File: src/common/notch_pkg.sv
/*
  Package for the notch filter coefficient register bank: offsets, field
  positions, widths, reset values and the carrier structs.
  Assumes a 32-bit APB slave with one aligned word per register.
*/
package notch_pkg;

  // ==========================================================================
  // Register indices and byte addresses
  // ==========================================================================
  localparam logic [7:0]  IDX_A0_HIGH   = 8'h1b;
  localparam logic [7:0]  IDX_A0_LOW    = 8'h1c;
  localparam logic [7:0]  IDX_A1_HIGH   = 8'h1d;
  localparam logic [7:0]  IDX_A1_LOW    = 8'h1e;
  localparam logic [7:0]  IDX_STATUS    = 8'h1f;
  localparam int          ADDR_W        = 10;
  localparam int          WORD_SHIFT    = 2;

  // ==========================================================================
  // Field layout
  // ==========================================================================
  localparam int          REG_W         = 9;
  localparam int          COMMIT_BIT    = 8;
  localparam int          ENABLE_BIT    = 7;
  localparam int          HALF_W        = 7;
  localparam int          COEF_W        = 14;
  localparam int          NUM_REGS      = 4;
  localparam logic [8:0]  REG_RESET     = 9'h000;
  localparam logic [31:0] RDATA_ZERO    = 32'h0000_0000;
  localparam int          STAT_PEND_BIT = 0;
  localparam int          STAT_EN_BIT   = 1;

  // ==========================================================================
  // Carrier types
  // ==========================================================================
  typedef struct packed {
    logic                  enable;
    logic [COEF_W-1:0]     coef_zero;
    logic [COEF_W-1:0]     coef_one;
  } notch_set_t;

  typedef struct packed {
    logic                  psel;
    logic                  penable;
    logic                  pwrite;
    logic [ADDR_W-1:0]     paddr;
    logic [31:0]           pwdata;
  } apb_req_t;

  typedef struct packed {
    logic                  pready;
    logic                  pslverr;
    logic [31:0]           prdata;
  } apb_rsp_t;

endpackage : notch_pkg

File: src/core/notch_coef_shadow_regs.sv
/*
  Notch filter control register bank with staged (pending) values and a
  write-only commit bit in each coefficient register that moves all staged values into
  the active filter set at once.
  Assumes one clock ref_clk, asynchronous active-low rst_n, an APB master,
  and a one-cycle sample_tick pulse from the audio datapath on the same clock.
*/
// Our own choice: the APB register port.
`timescale 1ns/10ps
// Operation
// [RULE_01] A notch enable bit bypasses the filter at 0, activates it at 1, and resets to 0.
// [RULE_02] The 14-bit coefficient zero keeps bits 13..7 in the first register, 6..0 in the second.
// [RULE_03] The 14-bit coefficient one keeps bits 13..7 in the third register, 6..0 in the fourth.
// [RULE_04] A write with commit clear only stages the value; the active set stays unchanged.
// [RULE_05] A write with commit set activates its own value and all staged values together.
// [RULE_06] The commit bit acts only at the write and is never stored or read back.
// [RULE_07] Committed values enter the active set only between audio samples.
module notch_coef_shadow_regs
  import notch_pkg::*;
(
  input  wire logic                ref_clk,
  input  wire logic                rst_n,
  input  wire notch_pkg::apb_req_t apb_req,
  output notch_pkg::apb_rsp_t      apb_rsp,
  input  wire logic                sample_tick,
  output notch_pkg::notch_set_t    active_set,
  output logic                     commit_pending
);
  import notch_pkg::*;

  // ==========================================================================
  // Helper functions
  // ==========================================================================
  // Word index of a byte address
  function automatic logic [7:0] word_index(
    input logic [ADDR_W-1:0] a
  );
    word_index = 8'(a >> WORD_SHIFT);
  endfunction : word_index

  // Aligned hit on one register index
  function automatic logic hit(
    input logic [ADDR_W-1:0] a,
    input logic [7:0]        idx
  );
    hit = (word_index(a) == idx) && (a[WORD_SHIFT-1:0] == 2'h0);
  endfunction : hit

  // Joins a high and a low half into one coefficient
  function automatic logic [COEF_W-1:0] join_coef(
    input logic [HALF_W:0] hi,
    input logic [HALF_W:0] lo
  );
    join_coef = {hi[HALF_W-1:0], lo[HALF_W-1:0]};
  endfunction : join_coef

  // Forms a complete filter set from four staged registers
  function automatic notch_set_t build_set(
    input logic [HALF_W:0] r0,
    input logic [HALF_W:0] r1,
    input logic [HALF_W:0] r2,
    input logic [HALF_W:0] r3
  );
    notch_set_t s;
    s.enable    = r0[ENABLE_BIT];                                      // [RULE_01]
    s.coef_zero = join_coef(r0, r1);                                   // [RULE_02]
    s.coef_one  = join_coef(r2, r3);                                   // [RULE_03]
    build_set   = s;
  endfunction : build_set

  // Read view of one staged register; the commit bit reads back as zero
  function automatic logic [31:0] stage_word(
    input logic [HALF_W:0] v
  );
    logic [31:0] w;
    w           = RDATA_ZERO;
    w[HALF_W:0] = v;
    stage_word  = w;
  endfunction : stage_word

  // ==========================================================================
  // Bus phase decode
  // ==========================================================================
  logic                 setup_ph;
  logic                 access_ph;
  logic                 rd_setup;
  logic                 wr_access;

  always_comb begin
    setup_ph  = apb_req.psel && !apb_req.penable;
    access_ph = apb_req.psel && apb_req.penable;
    rd_setup  = setup_ph && !apb_req.pwrite;
    wr_access = access_ph && apb_req.pwrite;
  end

  // ==========================================================================
  // Register select
  // ==========================================================================
  logic [NUM_REGS-1:0]  sel;
  logic                 sel_status;
  logic                 sel_notch;
  logic                 mapped;

  always_comb begin
    sel[0]     = hit(apb_req.paddr, IDX_A0_HIGH);
    sel[1]     = hit(apb_req.paddr, IDX_A0_LOW);
    sel[2]     = hit(apb_req.paddr, IDX_A1_HIGH);
    sel[3]     = hit(apb_req.paddr, IDX_A1_LOW);
    sel_status = hit(apb_req.paddr, IDX_STATUS);
    sel_notch  = |sel;
    mapped     = sel_notch || sel_status;
  end

  // ==========================================================================
  // Write data fields
  // ==========================================================================
  logic                 wr_commit;
  logic [HALF_W:0]      wr_half;

  always_comb begin
    wr_commit = apb_req.pwdata[COMMIT_BIT];
    wr_half   = apb_req.pwdata[HALF_W:0];
  end

  // ==========================================================================
  // Write strobes
  // ==========================================================================
  logic [NUM_REGS-1:0]  wr_stage;
  logic [NUM_REGS-1:0]  commit_hit;
  logic                 commit_now;

  always_comb begin
    for (int i = 0; i < NUM_REGS; i++) begin
      wr_stage[i]   = wr_access && sel[i];
      commit_hit[i] = wr_stage[i] && wr_commit;                        // [RULE_05]
    end

    // Any of the four registers may carry the commit
    commit_now = |commit_hit;                                          // [RULE_05] [RULE_06]
  end

  // ==========================================================================
  // Staged values
  // ==========================================================================
  // Commit bit is dropped here, so it is never stored
  logic [HALF_W:0]      stage_r   [NUM_REGS];
  logic [HALF_W:0]      stage_nxt [NUM_REGS];

  always_comb begin
    for (int i = 0; i < NUM_REGS; i++) begin
      stage_nxt[i] = stage_r[i];
      if (wr_stage[i]) begin
        stage_nxt[i] = wr_half;                                        // [RULE_04] [RULE_06]
      end
    end
  end

  // Reset clears every staged half and the staged enable
  always_ff @(posedge ref_clk or negedge rst_n) begin
    if (!rst_n) begin
      for (int i = 0; i < NUM_REGS; i++) begin
        stage_r[i] <= REG_RESET[HALF_W:0];
      end
    end else begin
      stage_r <= stage_nxt;
    end
  end

  // ==========================================================================
  // Commit snapshot
  // ==========================================================================
  // Taken at the commit write, so later staged writes wait for the next commit
  notch_set_t           snap_r;
  notch_set_t           snap_nxt;

  always_comb begin
    snap_nxt = snap_r;
    if (commit_now) begin
      snap_nxt = build_set(stage_nxt[0],                               // [RULE_05]
                           stage_nxt[1],
                           stage_nxt[2],
                           stage_nxt[3]);
    end
  end

  // Snapshot resets to the disabled, all-zero set
  always_ff @(posedge ref_clk or negedge rst_n) begin
    if (!rst_n) begin
      snap_r <= '0;
    end else begin
      snap_r <= snap_nxt;
    end
  end

  // ==========================================================================
  // Apply strobe
  // ==========================================================================
  logic                 apply_now;

  always_comb begin
    apply_now = req_r && sample_tick;                                  // [RULE_07]
  end

  // ==========================================================================
  // Commit request
  // ==========================================================================
  logic                 req_r;
  logic                 req_nxt;

  always_comb begin
    req_nxt = req_r;

    if (apply_now) begin
      req_nxt = 1'b0;
    end
    // A new commit in the apply cycle wins and waits for the next tick
    if (commit_now) begin
      req_nxt = 1'b1;                                                  // [RULE_05]
    end
  end

  always_ff @(posedge ref_clk or negedge rst_n) begin
    if (!rst_n) begin
      req_r <= 1'b0;
    end else begin
      req_r <= req_nxt;
    end
  end

  // ==========================================================================
  // Active filter set
  // ==========================================================================
  // Changes only on an applied commit
  notch_set_t           set_r;
  notch_set_t           set_nxt;

  always_comb begin
    set_nxt = set_r;                                                   // [RULE_04]
    if (apply_now) begin
      set_nxt = snap_r;                                                // [RULE_07]
    end
  end

  always_ff @(posedge ref_clk or negedge rst_n) begin
    if (!rst_n) begin
      set_r <= '0;                                                     // [RULE_01]
    end else begin
      set_r <= set_nxt;
    end
  end

  // ==========================================================================
  // Status word
  // ==========================================================================
  logic [31:0]          status_word;

  always_comb begin
    status_word                = RDATA_ZERO;
    status_word[STAT_PEND_BIT] = req_r;
    status_word[STAT_EN_BIT]   = set_r.enable;
  end

  // ==========================================================================
  // Read data
  // ==========================================================================
  logic [31:0]          rd_val;
  logic [31:0]          rdata_nxt;
  logic [31:0]          rdata_r;

  always_comb begin
    rd_val = RDATA_ZERO;
    for (int i = 0; i < NUM_REGS; i++) begin
      if (sel[i]) begin
        rd_val = stage_word(stage_r[i]);                               // [RULE_06]
      end
    end
    if (sel_status) begin
      rd_val = status_word;
    end

    // Captured in the setup cycle, held through the access phase
    rdata_nxt = rdata_r;
    if (rd_setup) begin
      rdata_nxt = rd_val;
    end
  end

  always_ff @(posedge ref_clk or negedge rst_n) begin
    if (!rst_n) begin
      rdata_r <= RDATA_ZERO;
    end else begin
      rdata_r <= rdata_nxt;
    end
  end

  // ==========================================================================
  // Bus response and outputs
  // ==========================================================================
  // Zero wait states; unmapped or unaligned accesses are flagged
  always_comb begin
    apb_rsp.pready  = 1'b1;
    apb_rsp.pslverr = access_ph && !mapped;
    apb_rsp.prdata  = rdata_r;
  end

  // Filter side sees only registered state
  always_comb begin
    active_set     = set_r;                                            // [RULE_01]
    commit_pending = req_r;
  end

endmodule : notch_coef_shadow_regs

File: config.mk
export PLATFORM = sky130hd
export DESIGN_NAME = notch_coef_shadow_regs
export DESIGN_NICKNAME = d
export VERILOG_FILES = /design/src/common/notch_pkg.sv /design/src/core/notch_coef_shadow_regs.sv
export SDC_FILE = /design/constraint.sdc
export NUM_CORES = 1
export LEC_CHECK = 0
export BUFFER_PORTS_ARGS = -buffer_cell sky130_fd_sc_hd__buf_2
export CAP_MARGIN = 15
export CORE_AREA = 2 2 95 97
export DETAILED_ROUTE_END_ITERATION = 10
export DIE_AREA = 0 0 97 99
export PLACE_DENSITY = 0.81
export SYNTH_ARGS = -nofsm -noshare
export SYNTH_HDL_FRONTEND = slang
export SYNTH_SLANG_ARGS = --single-unit
File: constraint.sdc
create_clock -name ref_clk -period 2 [get_ports ref_clk]
set_clock_uncertainty 0.05 [all_clocks]
set_input_delay 0.3 -clock ref_clk [delete_from_list [all_inputs] [get_ports ref_clk]]
set_output_delay 0.3 -clock ref_clk [all_outputs]
set_load 0.02 [all_outputs]
Yosys cells after proc, flatten, opt, wreduce, memory -nomap -nowiden
Cells that the tools add are included.
{"block": "word_totals", "word_cells": 58, "inputBits": 48, "reg_bits": 123, "output_inout_bits": 64}
{"block": "classes", "n_reduce_logical": 27, "eq_ne": 5, "muxes": 11}
{"op": "2-to-1 mux 8 bit", "n": 6}
{"op": "equality test 8 x 5 -> 1 bit, second input constant", "n": 5}
{"op": "2-to-1 mux 7 bit", "n": 3}
{"op": "logical AND 1 bit", "n": 19}
{"op": "OR reduction 4 bit", "n": 2}
{"op": "logical NOT 1 bit", "n": 3}
{"op": "logical NOT 2 bit", "n": 1}
{"op": "2-to-1 mux 1 bit", "n": 2}
{"op": "nonzero test 2 bit", "n": 1}
{"op": "logical OR 1 bit", "n": 1}

Logic depth before layout (Yosys ltp)
Gate-level depths: netlist of the first run.
{"block": "depth", "depth_word": 7, "depth_mapped": 6, "depth_no_buf": 5}

Least setup slack after synthesis of the first run
No wires, ideal clock.
{"block": "synth_timing", "path_type": "in2reg", "startpoint": "input apb_req[39] (netlist name)", "endpoint": "register snap_r[0] (netlist name)", "stages": 5, "setup_slack_ps": 111, "setup_time_ps": 125, "arrival_ps": 1714, "t_required_ps": 1825, "cell_sequence": "nor4b_4 > nand4_1 > nor2_2 > mux2_2 > mux2_2"}
{"element": "from (decl)", "line": "notch_coef_shadow_regs.sv:23", "text": "input wire notch_pkg::apb_req_t apb_req,"}
{"element": "to (signal assigned)", "line": "notch_coef_shadow_regs.sv:191", "text": "snap_r <= snap_nxt;"}
{"element": "to (decl)", "line": "notch_coef_shadow_regs.sv:173", "text": "notch_set_t snap_r;"}

==> results of run 1 <==
-- through the flow --
step                      total power [mW]  TNS, ns  instances  setup slack (ns)
after global placement                2.27    -2.05        512            -0.116
after detailed placement              2.27    -3.33        512            -0.174
final                                 3.56        0        529             0.210
after floorplan                       2.20        0        355             0.111
after CTS                             3.59        0        529             0.221
after global routing                  3.70        0        529             0.154
-- worst max path at each step --
stage	start	endpoint	slack (ns)	depth (start not counted)
floorplan	apb_req[39]	snap_r[0]	0.11	5
global placement	apb_req[39]	snap_r[3]	-0.12	7
detailed placement	apb_req[39]	snap_r[3]	-0.17	7
CTS	apb_req[39]	snap_r[3]	0.22	7
global route	apb_req[39]	snap_r[1]	0.15	7
finish	apb_req[39]	snap_r[3]	0.21	7
-- area by class of cell --
class | instances | area, sq um | area share, %
multi-input cells | 213 | 1740 | 34.1
repair buffers | 87 | 526 | 10.3
well taps | 108 | 135 | 2.65
clock inverters | 7 | 83.8 | 1.64
clock buffers | 9 | 124 | 2.42
inverters | 6 | 22.5 | 0.441
flip-flops and latches | 99 | 2480 | 48.5
-- routing by layer --
metal / vias up / track usage (%)
li1: 1291 / -
met1: 1397 / 24.3
met2: 87 / 31.6
met3: 9 / 5.25
met4: 0 / 6.61
met5: - / 0
-- logic make-up after synthesis --
family | after synthesis | synth area share, %
simple gates | 50 | 7.22
buf+inv | 43 | 6.71
flops | 99 | 56.0
xor+xnor | 1 | 0.198
mux | 89 | 22.8
compound gates | 48 | 6.93
other cells | 2 | 0.170
-- flip-flops by register name, indices dropped and copies added (netlist names) --
name            count
snap_r             29
stage_r            32
rdata_r             8
commit_pending      1
active_set         29
-- timing repair --
| action | in CTS | in global routing |
|---|---|---|
| endpoints found under the setup margin | 0 | 0 |
| buffers inserted | 0 | 0 |
| hold endpoints to repair | 99 | 0 |
| hold buffers | 1 | 0 |
-- critical path: stages --
cell,delay (ns)
buf_2,0.11
nor4b_4,0.32
nand4_1,0.24
nor2_2,0.19
buf_4,0.19
mux2_2,0.36
mux2_2,0.27
-- placed cells by master (no fill, tap or decap), drive strengths merged, types with 7 or more instances in the layout --
cell	instances
o21ai	22
conb	25
buf	86
clkbuf	9
o211ai	7
nand2	19
mux2	89
dfrtp	99
nor2	8
nor2b	7
inv	9
-- power groups by stage --
| stage | Sequential [mW] | Clock (mW) | Combinational (mW) |
|---|---|---|---|
| final | 2.01 | 1.33 | 0.228 |
| after global routing | 2.01 | 1.45 | 0.249 |
| after CTS | 2.01 | 1.36 | 0.229 |
| after detailed placement | 2.04 | 0 | 0.226 |
| after global placement | 2.04 | 0 | 0.221 |
| after floorplan | 2.05 | 0 | 0.151 |
==> run metrics, run 1 <==
Setup CP Type in -> reg; initial core utilization 51.7%; worst hold slack 0.135 ns; global-route wire length before repair 14.2 mm; filler instances 678; CTS tree done; Synth cell types 37; pwr/cell area 697 mW/mm^2; Primary FF master, synth dfrtp_1; Post-Route Utilization 59.7%; fin nets 464; startpoint types input port; largest net degree at the start of global routing 100; worst vdd ir 336 uV; final non-filler cell area 0.00511 sq mm; total die area 0.00960 sq mm; Slew headroom 65.8%; DRC Markers 0; unrepaired setup endpoints after global routing no; final max-slew violation count 0; Final setup viols 0; Tmin final 1.79 ns; leakage 2.73 nW; Cell Area, Placed 0.00489 sq mm; Switch Pwr 0.893 mW; clock group share of total power 37.3%; CP Capture Type flip-flop; Die Span X 97 um; worst r2r src commit_pending; post-synthesis cell area 0.00442 sq mm; GRT Util Overall 19.0%; Synth area leader dfrtp_1; wire per inst 16.8 um; Num CTS Buffers 9; Die Y 99 um; Pre-antenna DRT Iters 4; fmax 0.559 GHz; actual slew at the worst max-slew pin 0.513 ns; Reg2Reg Setup Slack 0.58 ns; GP Congestion 0.831; Routed met3 length 509 um; Routed Antenna Nets 0; Arr. time, crit path 2.00 ns; antenna diode count 0; commonest cells in the netlist 99 x dfrtp_1, 88 x mux2_2, 27 x buf_4; count leader, synth dfrtp_1; Hold Crit Depth 3; synth warn 0; status complete, no violations; Yosys reg bits 99; number of global-route vias before repair 2785; Fin. Hold Viols 0; Iter 0 DRT Violations 123; Max FO, Critical Path 7; clock transition at the registers of the reported paths 0.10 ns; clock latency at the later pin of the worst-skew pair 0.37 ns; total of max-cap violations 0; top layer in use met4; PortBufs 63; Core ar. 0.00855 sq mm; Flop pwr share 56.3%; Pint 2.67 mW; reg2reg end active_set[4]; clock sinks 99; Hold EP stage_r[15]; FFs w/ async S/R, synth 100%; CP required 2.21 ns; row count 34; Vias/cell 5.26; Tcrit/Tclk final 89.5%; # H-tree levels 3; Avg Inst Size Synth 13.3 sq um; met2 wire length 4.45 mm; Sw Share 25.1%; routed vias 2784; register area share after synthesis 56.0%; Routed WL 8.87 mm; layout cell share with drive strength beyond 1 48.2%; antenna violations before repair 0; CTS max path bufs 2; area grow syn2layout 15.5%; total grt overflow 0; Logic pwr share 6.4%; HPWL Detailed 6.25 mm; Yosys top cell area share 56.0%; Resized Gates After CTS 0; IO Pins 112; M1 WL 3.82 mm; root buf cell clkbuf_8; R2R cell count 3; Min-Delay Path Class in -> reg; EDFF count, synth 0; Cells after Synth 332; main area contributors after synthesis dfrtp_1 56%, mux2_2 22%, buf_4 4.6%, o21ai_0 2.5%, nand2_1 1.6%; Hold Crit Start apb_req[7]
Note: power is estimated with default switching activity, not from simulation.
==> run 2: changes to the inputs <==
--- a/config.mk
+++ b/config.mk
@@ -7,10 +7,10 @@
 export LEC_CHECK = 0
 export BUFFER_PORTS_ARGS = -buffer_cell sky130_fd_sc_hd__buf_2
 export CAP_MARGIN = 15
-export CORE_AREA = 2 2 95 97
+export CORE_AREA = 2 2 136 138
 export DETAILED_ROUTE_END_ITERATION = 10
-export DIE_AREA = 0 0 97 99
-export PLACE_DENSITY = 0.81
+export DIE_AREA = 0 0 138 140
+export PLACE_DENSITY = 0.46
 export SYNTH_ARGS = -nofsm -noshare
 export SYNTH_HDL_FRONTEND = slang
 export SYNTH_SLANG_ARGS = --single-unit
==> constraint.sdc (replaced) <==
create_clock -name ref_clk -period 1.95 [get_ports ref_clk]
set_clock_uncertainty 0.05 [all_clocks]
set_input_delay 0.2925 -clock ref_clk [delete_from_list [all_inputs] [get_ports ref_clk]]
set_output_delay 0.2925 -clock ref_clk [all_outputs]
set_load 0.02 [all_outputs]
==> run 2 against run 1 <==
Effect of this change: core utilization fell by 29 points; register-to-register slack better by 0.07 ns; sequential power up 2%; combinational power increased by 9.2%; worst setup slack got worse by 0.093 ns; worst hold slack improved by 0.039 ns; sequential cell count is the same; global-route usage fell by 8.2 points; wire length is 12% higher; critical endpoint is now snap_r[1]; largest cell class unchanged; highest routed layer unchanged.
==> run metrics, run 2 (synthesis results as in run 1) <==
setup bufs post-CTS 0 (unchanged); Setup WS pre-CTS -0.246 ns (-0.0722 ns); Die Y 140 um (+41%); CTS tree done; Routed WL 9.92 mm (+12%); GRT Util Overall 10.8% (-8.2 points); root buf cell clkbuf_16; total of max-cap violations 0 (unchanged); most frequent cells in the layout 99 x dfrtp_1, 88 x mux2_2, 62 x buf_2; Tcrit/Tclk final 94.0%; Setup WS post-layout 0.118 ns (-0.0925 ns); antenna violations before repair 0 (unchanged); clock transition at the registers of the reported paths 0.07 ns (-0.03 ns); unrepaired setup endpoints after global routing no; Routed Antenna Nets 0 (unchanged); Vias/cell 4.11 (-22%); Resized Gates After CTS 0 (unchanged); Pre-antenna DRT Iters 4 (unchanged); Top reg by flops stage_r; CP Capture Type flip-flop; filler instances 1809 (+170%); startpoint types input port; leakage 2.80 nW (+2.7%); fin nets 469 (+1.1%); CP required 2.12 ns (-0.09 ns); GP Congestion 0.782 (-5.8%); Tmin final 1.83 ns; clock latency at the later pin of the worst-skew pair 0.34 ns (-0.03 ns); fmax 0.546 GHz; CTS max path bufs 2 (unchanged); final max-slew violation count 0 (unchanged); antenna diode count 0 (unchanged); total grt overflow 0 (unchanged); largest net degree at the start of global routing 43 (-57%); commonest non-fill, non-tap cell in the layout dfrtp_1; PortBufs 63 (unchanged); worst vdd ir 371 uV (+10%); row count 49 (+44%); area grow syn2layout 21.8%; initial core utilization 24.9% (-27 points); pwr/cell area 743 mW/mm^2 (+6.6%); total power 4.01 mW (+12%); total die area 0.0193 sq mm (+100%); DRC Markers 0 (unchanged); Fin. Hold Viols 0 (unchanged); number of global-route vias before repair 2938 (+5.5%); Iter 0 DRT Violations 159 (+29%); wire per inst 15.1 um (-9.7%); Setup CP Type in -> reg; Core ar. 0.0178 sq mm (+110%); CTS Hold Bufs 1 (unchanged); routed vias 2695 (-3.2%); Num CTS Buffers 9 (unchanged); status complete, no violations; Final setup viols 0 (unchanged); HPWL Detailed 7.41 mm (+19%); IO Pins 112 (unchanged); Arr. time, crit path 2.01 ns (about the same); layout cell share with drive strength beyond 1 48.8% (+0.61 points); clock sinks 99 (unchanged); # H-tree levels 3 (unchanged); Max FO, Critical Path 3 (-4); Min-Delay Path Class in -> reg; max FFs per register 32 (unchanged); global-route wire length before repair 16.4 mm (+15%); Die Span X 138 um (+42%)
run 2: cell types whose count changed in the layout (fill, tap and decap cells not counted):
cell | previous run | this run
clkbuf_8 | 9 | 1
clkinvlp_4 | 3 | 1
buf_4 | 22 | 26
inv_6 | 1 | 2
bufinv_16 | 1 | 0
inv_8 | 2 | 1
buf_12 | 2 | 3
clkinv_2 | 0 | 2
clkbuf_16 | 0 | 9
run 2: cell type report:
| type | count | area [sq um] | share of cell area, % |
|---|---|---|---|
| sequential | 99 | 2480 | 46.0 |
| multi-input combinational | 213 | 1740 | 32.3 |
| timing repair buffer | 92 | 576 | 10.7 |
| tap | 229 | 287 | 5.32 |
| clock buffer | 10 | 239 | 4.44 |
| clock inverter | 6 | 46.3 | 0.859 |
| inverter | 6 | 22.5 | 0.418 |
run 2: worst paths after layout:
| path | start | end | slack [ns] | cells past startpoint |
|---|---|---|---|---|
| worst max-delay path | apb_req[39] | snap_r[1] | 0.12 | 7 |
| min in group asynchronous | rst_n | snap_r[24] | 0.29 | 2 |
| max in group asynchronous | rst_n | stage_r[24] | 0.95 | 3 |
| worst min register to register | rdata_r[3] | rdata_r[3] | 0.43 | 2 |
| worst min-delay path | apb_req[7] | stage_r[15] | 0.17 | 3 |
| worst max register to register | stage_r[30] | rdata_r[6] | 0.65 | 4 |
run 2: per-layer routing:
layer | share of wire (%) | up-vias | GRT usage, %
li1 | - | 1305 | -
met1 | 48 | 1313 | 14.6
met2 | 47 | 70 | 17.1
met3 | 3.6 | 7 | 2.67
met4 | 1.3 | 0 | 3.71
met5 | 0 | - | 0
run 2: worst max-delay path, cell delays in order:
cell and delay (ns):
buf_2 0.11, nor4b_4 0.33, nand4_1 0.25, nor2_2 0.22, buf_4 0.16, mux2_2 0.37, mux2_2 0.27
run 2: power breakdown:
part / internal (mW) / switching, mW
clock network: 0.914 / 0.785
logic: 0.0781 / 0.171
registers: 2.06 / 0.00183
run 2: per-stage QoR:
stage,setup TNS (ns),std cells,util [%],cell area (sq um),hold slack [ns]
6_report,0,655,30.3,5390,0.174
3_3_place_gp,-4.48,638,28.6,5090,0.0953
5_1_grt,0,655,30.3,5390,0.178
2_1_floorplan,0,355,-,4510,-0.0531
3_5_place_dp,-4.98,638,28.6,5090,0.0965
4_1_cts,0,655,30.3,5390,0.165
==> run 3: changes to the inputs <==
--- a/config.mk
+++ b/config.mk
@@ -7,10 +7,10 @@
 export LEC_CHECK = 0
 export BUFFER_PORTS_ARGS = -buffer_cell sky130_fd_sc_hd__buf_2
 export CAP_MARGIN = 15
-export CORE_AREA = 2 2 136 138
+export CORE_AREA = 2 2 103 105
 export DETAILED_ROUTE_END_ITERATION = 10
-export DIE_AREA = 0 0 138 140
-export PLACE_DENSITY = 0.46
+export DIE_AREA = 0 0 105 107
+export PLACE_DENSITY = 0.78
 export SYNTH_ARGS = -nofsm -noshare
 export SYNTH_HDL_FRONTEND = slang
 export SYNTH_SLANG_ARGS = --single-unit
==> run 3 against run 2 <==
Effect of this change: non-clock buffer count down 5; worst hold slack lost 0.027 ns; wire length is 11% lower; sequential power barely moved; combinational power decreased by 4%; fmax is 6.1% higher; largest power group unchanged; highest routed layer unchanged.
==> run metrics, run 3 (synthesis results as in run 1) <==
worst r2r src commit_pending; filler instances 891 (-51%); layout cell share with drive strength beyond 1 48.2% (-0.61 points); Pint 2.63 mW (-14%); total of max-cap violations 0 (unchanged); Min-Delay Path Class in -> reg; CP required 2.15 ns (+0.03 ns); CTS tree done; fmax 0.579 GHz (+6.1%); pwr/cell area 694 mW/mm^2 (-6.7%); fin nets 464 (-1.1%); CTS Hold Bufs 1 (unchanged); Fin. Hold Viols 0 (unchanged); Post-Route Utilization 51.0% (+21 points); Core ar. 0.0101 sq mm (-43%); clock latency at the later pin of the worst-skew pair 0.37 ns (+0.03 ns); antenna violations before repair 0 (unchanged); number of global-route vias before repair 2886 (-1.8%); clock sinks 99 (unchanged); IO Pins 112 (unchanged); Die Span X 105 um (-24%); GRT Util Overall 16.6% (+5.8 points); Seq. cell area 0.00248 sq mm (unchanged); Setup CP Type in -> reg; Pre-antenna DRT Iters 4 (unchanged); wire per inst 15.9 um (+4.9%); total grt overflow 0 (unchanged); total power 3.57 mW (-11%); setup bufs post-CTS 0 (unchanged); clock transition at the registers of the reported paths 0.10 ns (+0.03 ns); Tmin final 1.73 ns (-0.105 ns); slowest stage delay, CP 0.35 ns (-0.02 ns); reg2reg end active_set[26]; max FFs per register 32 (unchanged); Arr. time, crit path 1.93 ns (-0.08 ns); Worst path slowest cell mux2_2; Die Y 107 um (-24%); largest net degree at the start of global routing 41 (-4.7%); Final setup viols 0 (unchanged); Sw Share 26.4% (+2.5 points); DRC Markers 0 (unchanged); Vias/cell 4.99 (+21%); Hold Crit Depth 3 (unchanged); root buf cell clkbuf_8; worst setup path startpoint apb_req[39]; leakage 2.73 nW (-2.5%); Tcrit/Tclk final 88.6% (-5.4 points); HPWL Detailed 6.60 mm (-11%); most frequent cells in the layout 99 x dfrtp_1, 88 x mux2_2, 62 x buf_2; Flop pwr share 57.6% (+6.2 points); Switch Pwr 0.941 mW (-1.7%); Logic pwr share 6.7% (+0.5 points); Max FO, Critical Path 4 (+1); Worst path depth 7 (unchanged); Hold Crit Start apb_req[7]; area of the multi-input gates 0.00174 sq mm (unchanged); CP Buf/Inv Count 2 (unchanged); area grow syn2layout 16.3%; Reg2Reg Setup Slack 0.56 ns (-0.09 ns); R2R cell count 3 (-1); final max-slew violation count 0 (unchanged); total die area 0.0112 sq mm (-42%); Resized Gates After CTS 0 (unchanged); GP Congestion 0.847 (+8.2%); status complete, no violations; Critical Path, Cell by Cell buf_2, nor4b_4, nand4_1, nor2_2, buf_4, mux2_2, mux2_2; unrepaired setup endpoints after global routing no; initial core utilization 43.8% (+19 points); PortBufs 63 (unchanged); CP delay by family, top simple AND/OR/NAND/NOR gates; Num CTS Buffers 9 (unchanged); global-route wire length before repair 14.7 mm (-10%); CP Capture Point snap_r[1]; Iter 0 DRT Violations 107 (-33%); clock group share of total power 35.7% (-6.7 points); row count 37 (-24%); startpoint types input port; CP Capture Type flip-flop; routed vias 2782 (+3.2%); Top reg by flops stage_r; commonest non-fill, non-tap cell in the layout dfrtp_1; Routed Antenna Nets 0 (unchanged); CTS max path bufs 2 (unchanged); most used cell along the critical path mux2_2; Routed WL 8.86 mm (-11%); worst vdd ir 439 uV (+18%); # H-tree levels 3 (unchanged)
[run 3: changes by cell type in the layout (fill, tap and decap cells not counted)]
cell / before / now
inv_8: 1 / 3
diode_2: 0 / 1
inv_6: 2 / 0
clkinv_4: 0 / 3
clkinv_2: 2 / 0
buf_4: 26 / 21
clkbuf_16: 9 / 0
clkbuf_8: 1 / 9
[run 3: tightest hold or removal path, cell delays in order]
cell and delay, ns:
buf_2 0.11, nand2_1 0.05, o21ai_0 0.08
[run 3: through the flow]
stage	TNS, ns	setup slack [ns]	std cells	cell area, sq um	hold slack, ns
3_5_place_dp	-2.56	-0.166	540	4940	0.102
2_1_floorplan	0	0.0686	355	4510	-0.0531
6_report	0	0.223	558	5140	0.148
5_1_grt	0	0.182	557	5140	0.144
3_3_place_gp	-1.64	-0.136	540	4940	0.0968
4_1_cts	0	0.234	557	5140	0.137
[run 3: metal layers]
layer	GRT usage, %	vias up	routed length, um
met3	4.38	13	528
met2	26.5	85	4110
met4	6.76	0	200
met5	0	-	0
met1	21.6	1392	4030
li1	-	1292	-
[run 3: worst min path at each step]
stage,endpoint,slack (ns)
floorplan,active_set[0],-0.05
global placement,active_set[5],0.1
detailed placement,snap_r[5],0.10
CTS,stage_r[15],0.14
global route,commit_pending,0.14
finish,stage_r[15],0.15
[run 3: final cells by class]
class	count	share of cell area, %
Sequential cell	99	48.2
Tap cell	136	3.31
Clock buffer	9	2.41
Timing Repair Buffer	87	10.5
Antenna cell	1	0.0487
Multi-Input combinational cell	213	33.8
Clock inverter	7	1.31
Inverter	6	0.438
[run 3: power groups by stage]
stage / Clock (mW) / Sequential [mW] / Combinational [mW]
6_report: 1.27 / 2.06 / 0.239
4_1_cts: 1.31 / 2.06 / 0.242
3_5_place_dp: 0 / 2.10 / 0.240
3_3_place_gp: 0 / 2.10 / 0.233
5_1_grt: 1.40 / 2.06 / 0.265
2_1_floorplan: 0 / 2.10 / 0.155
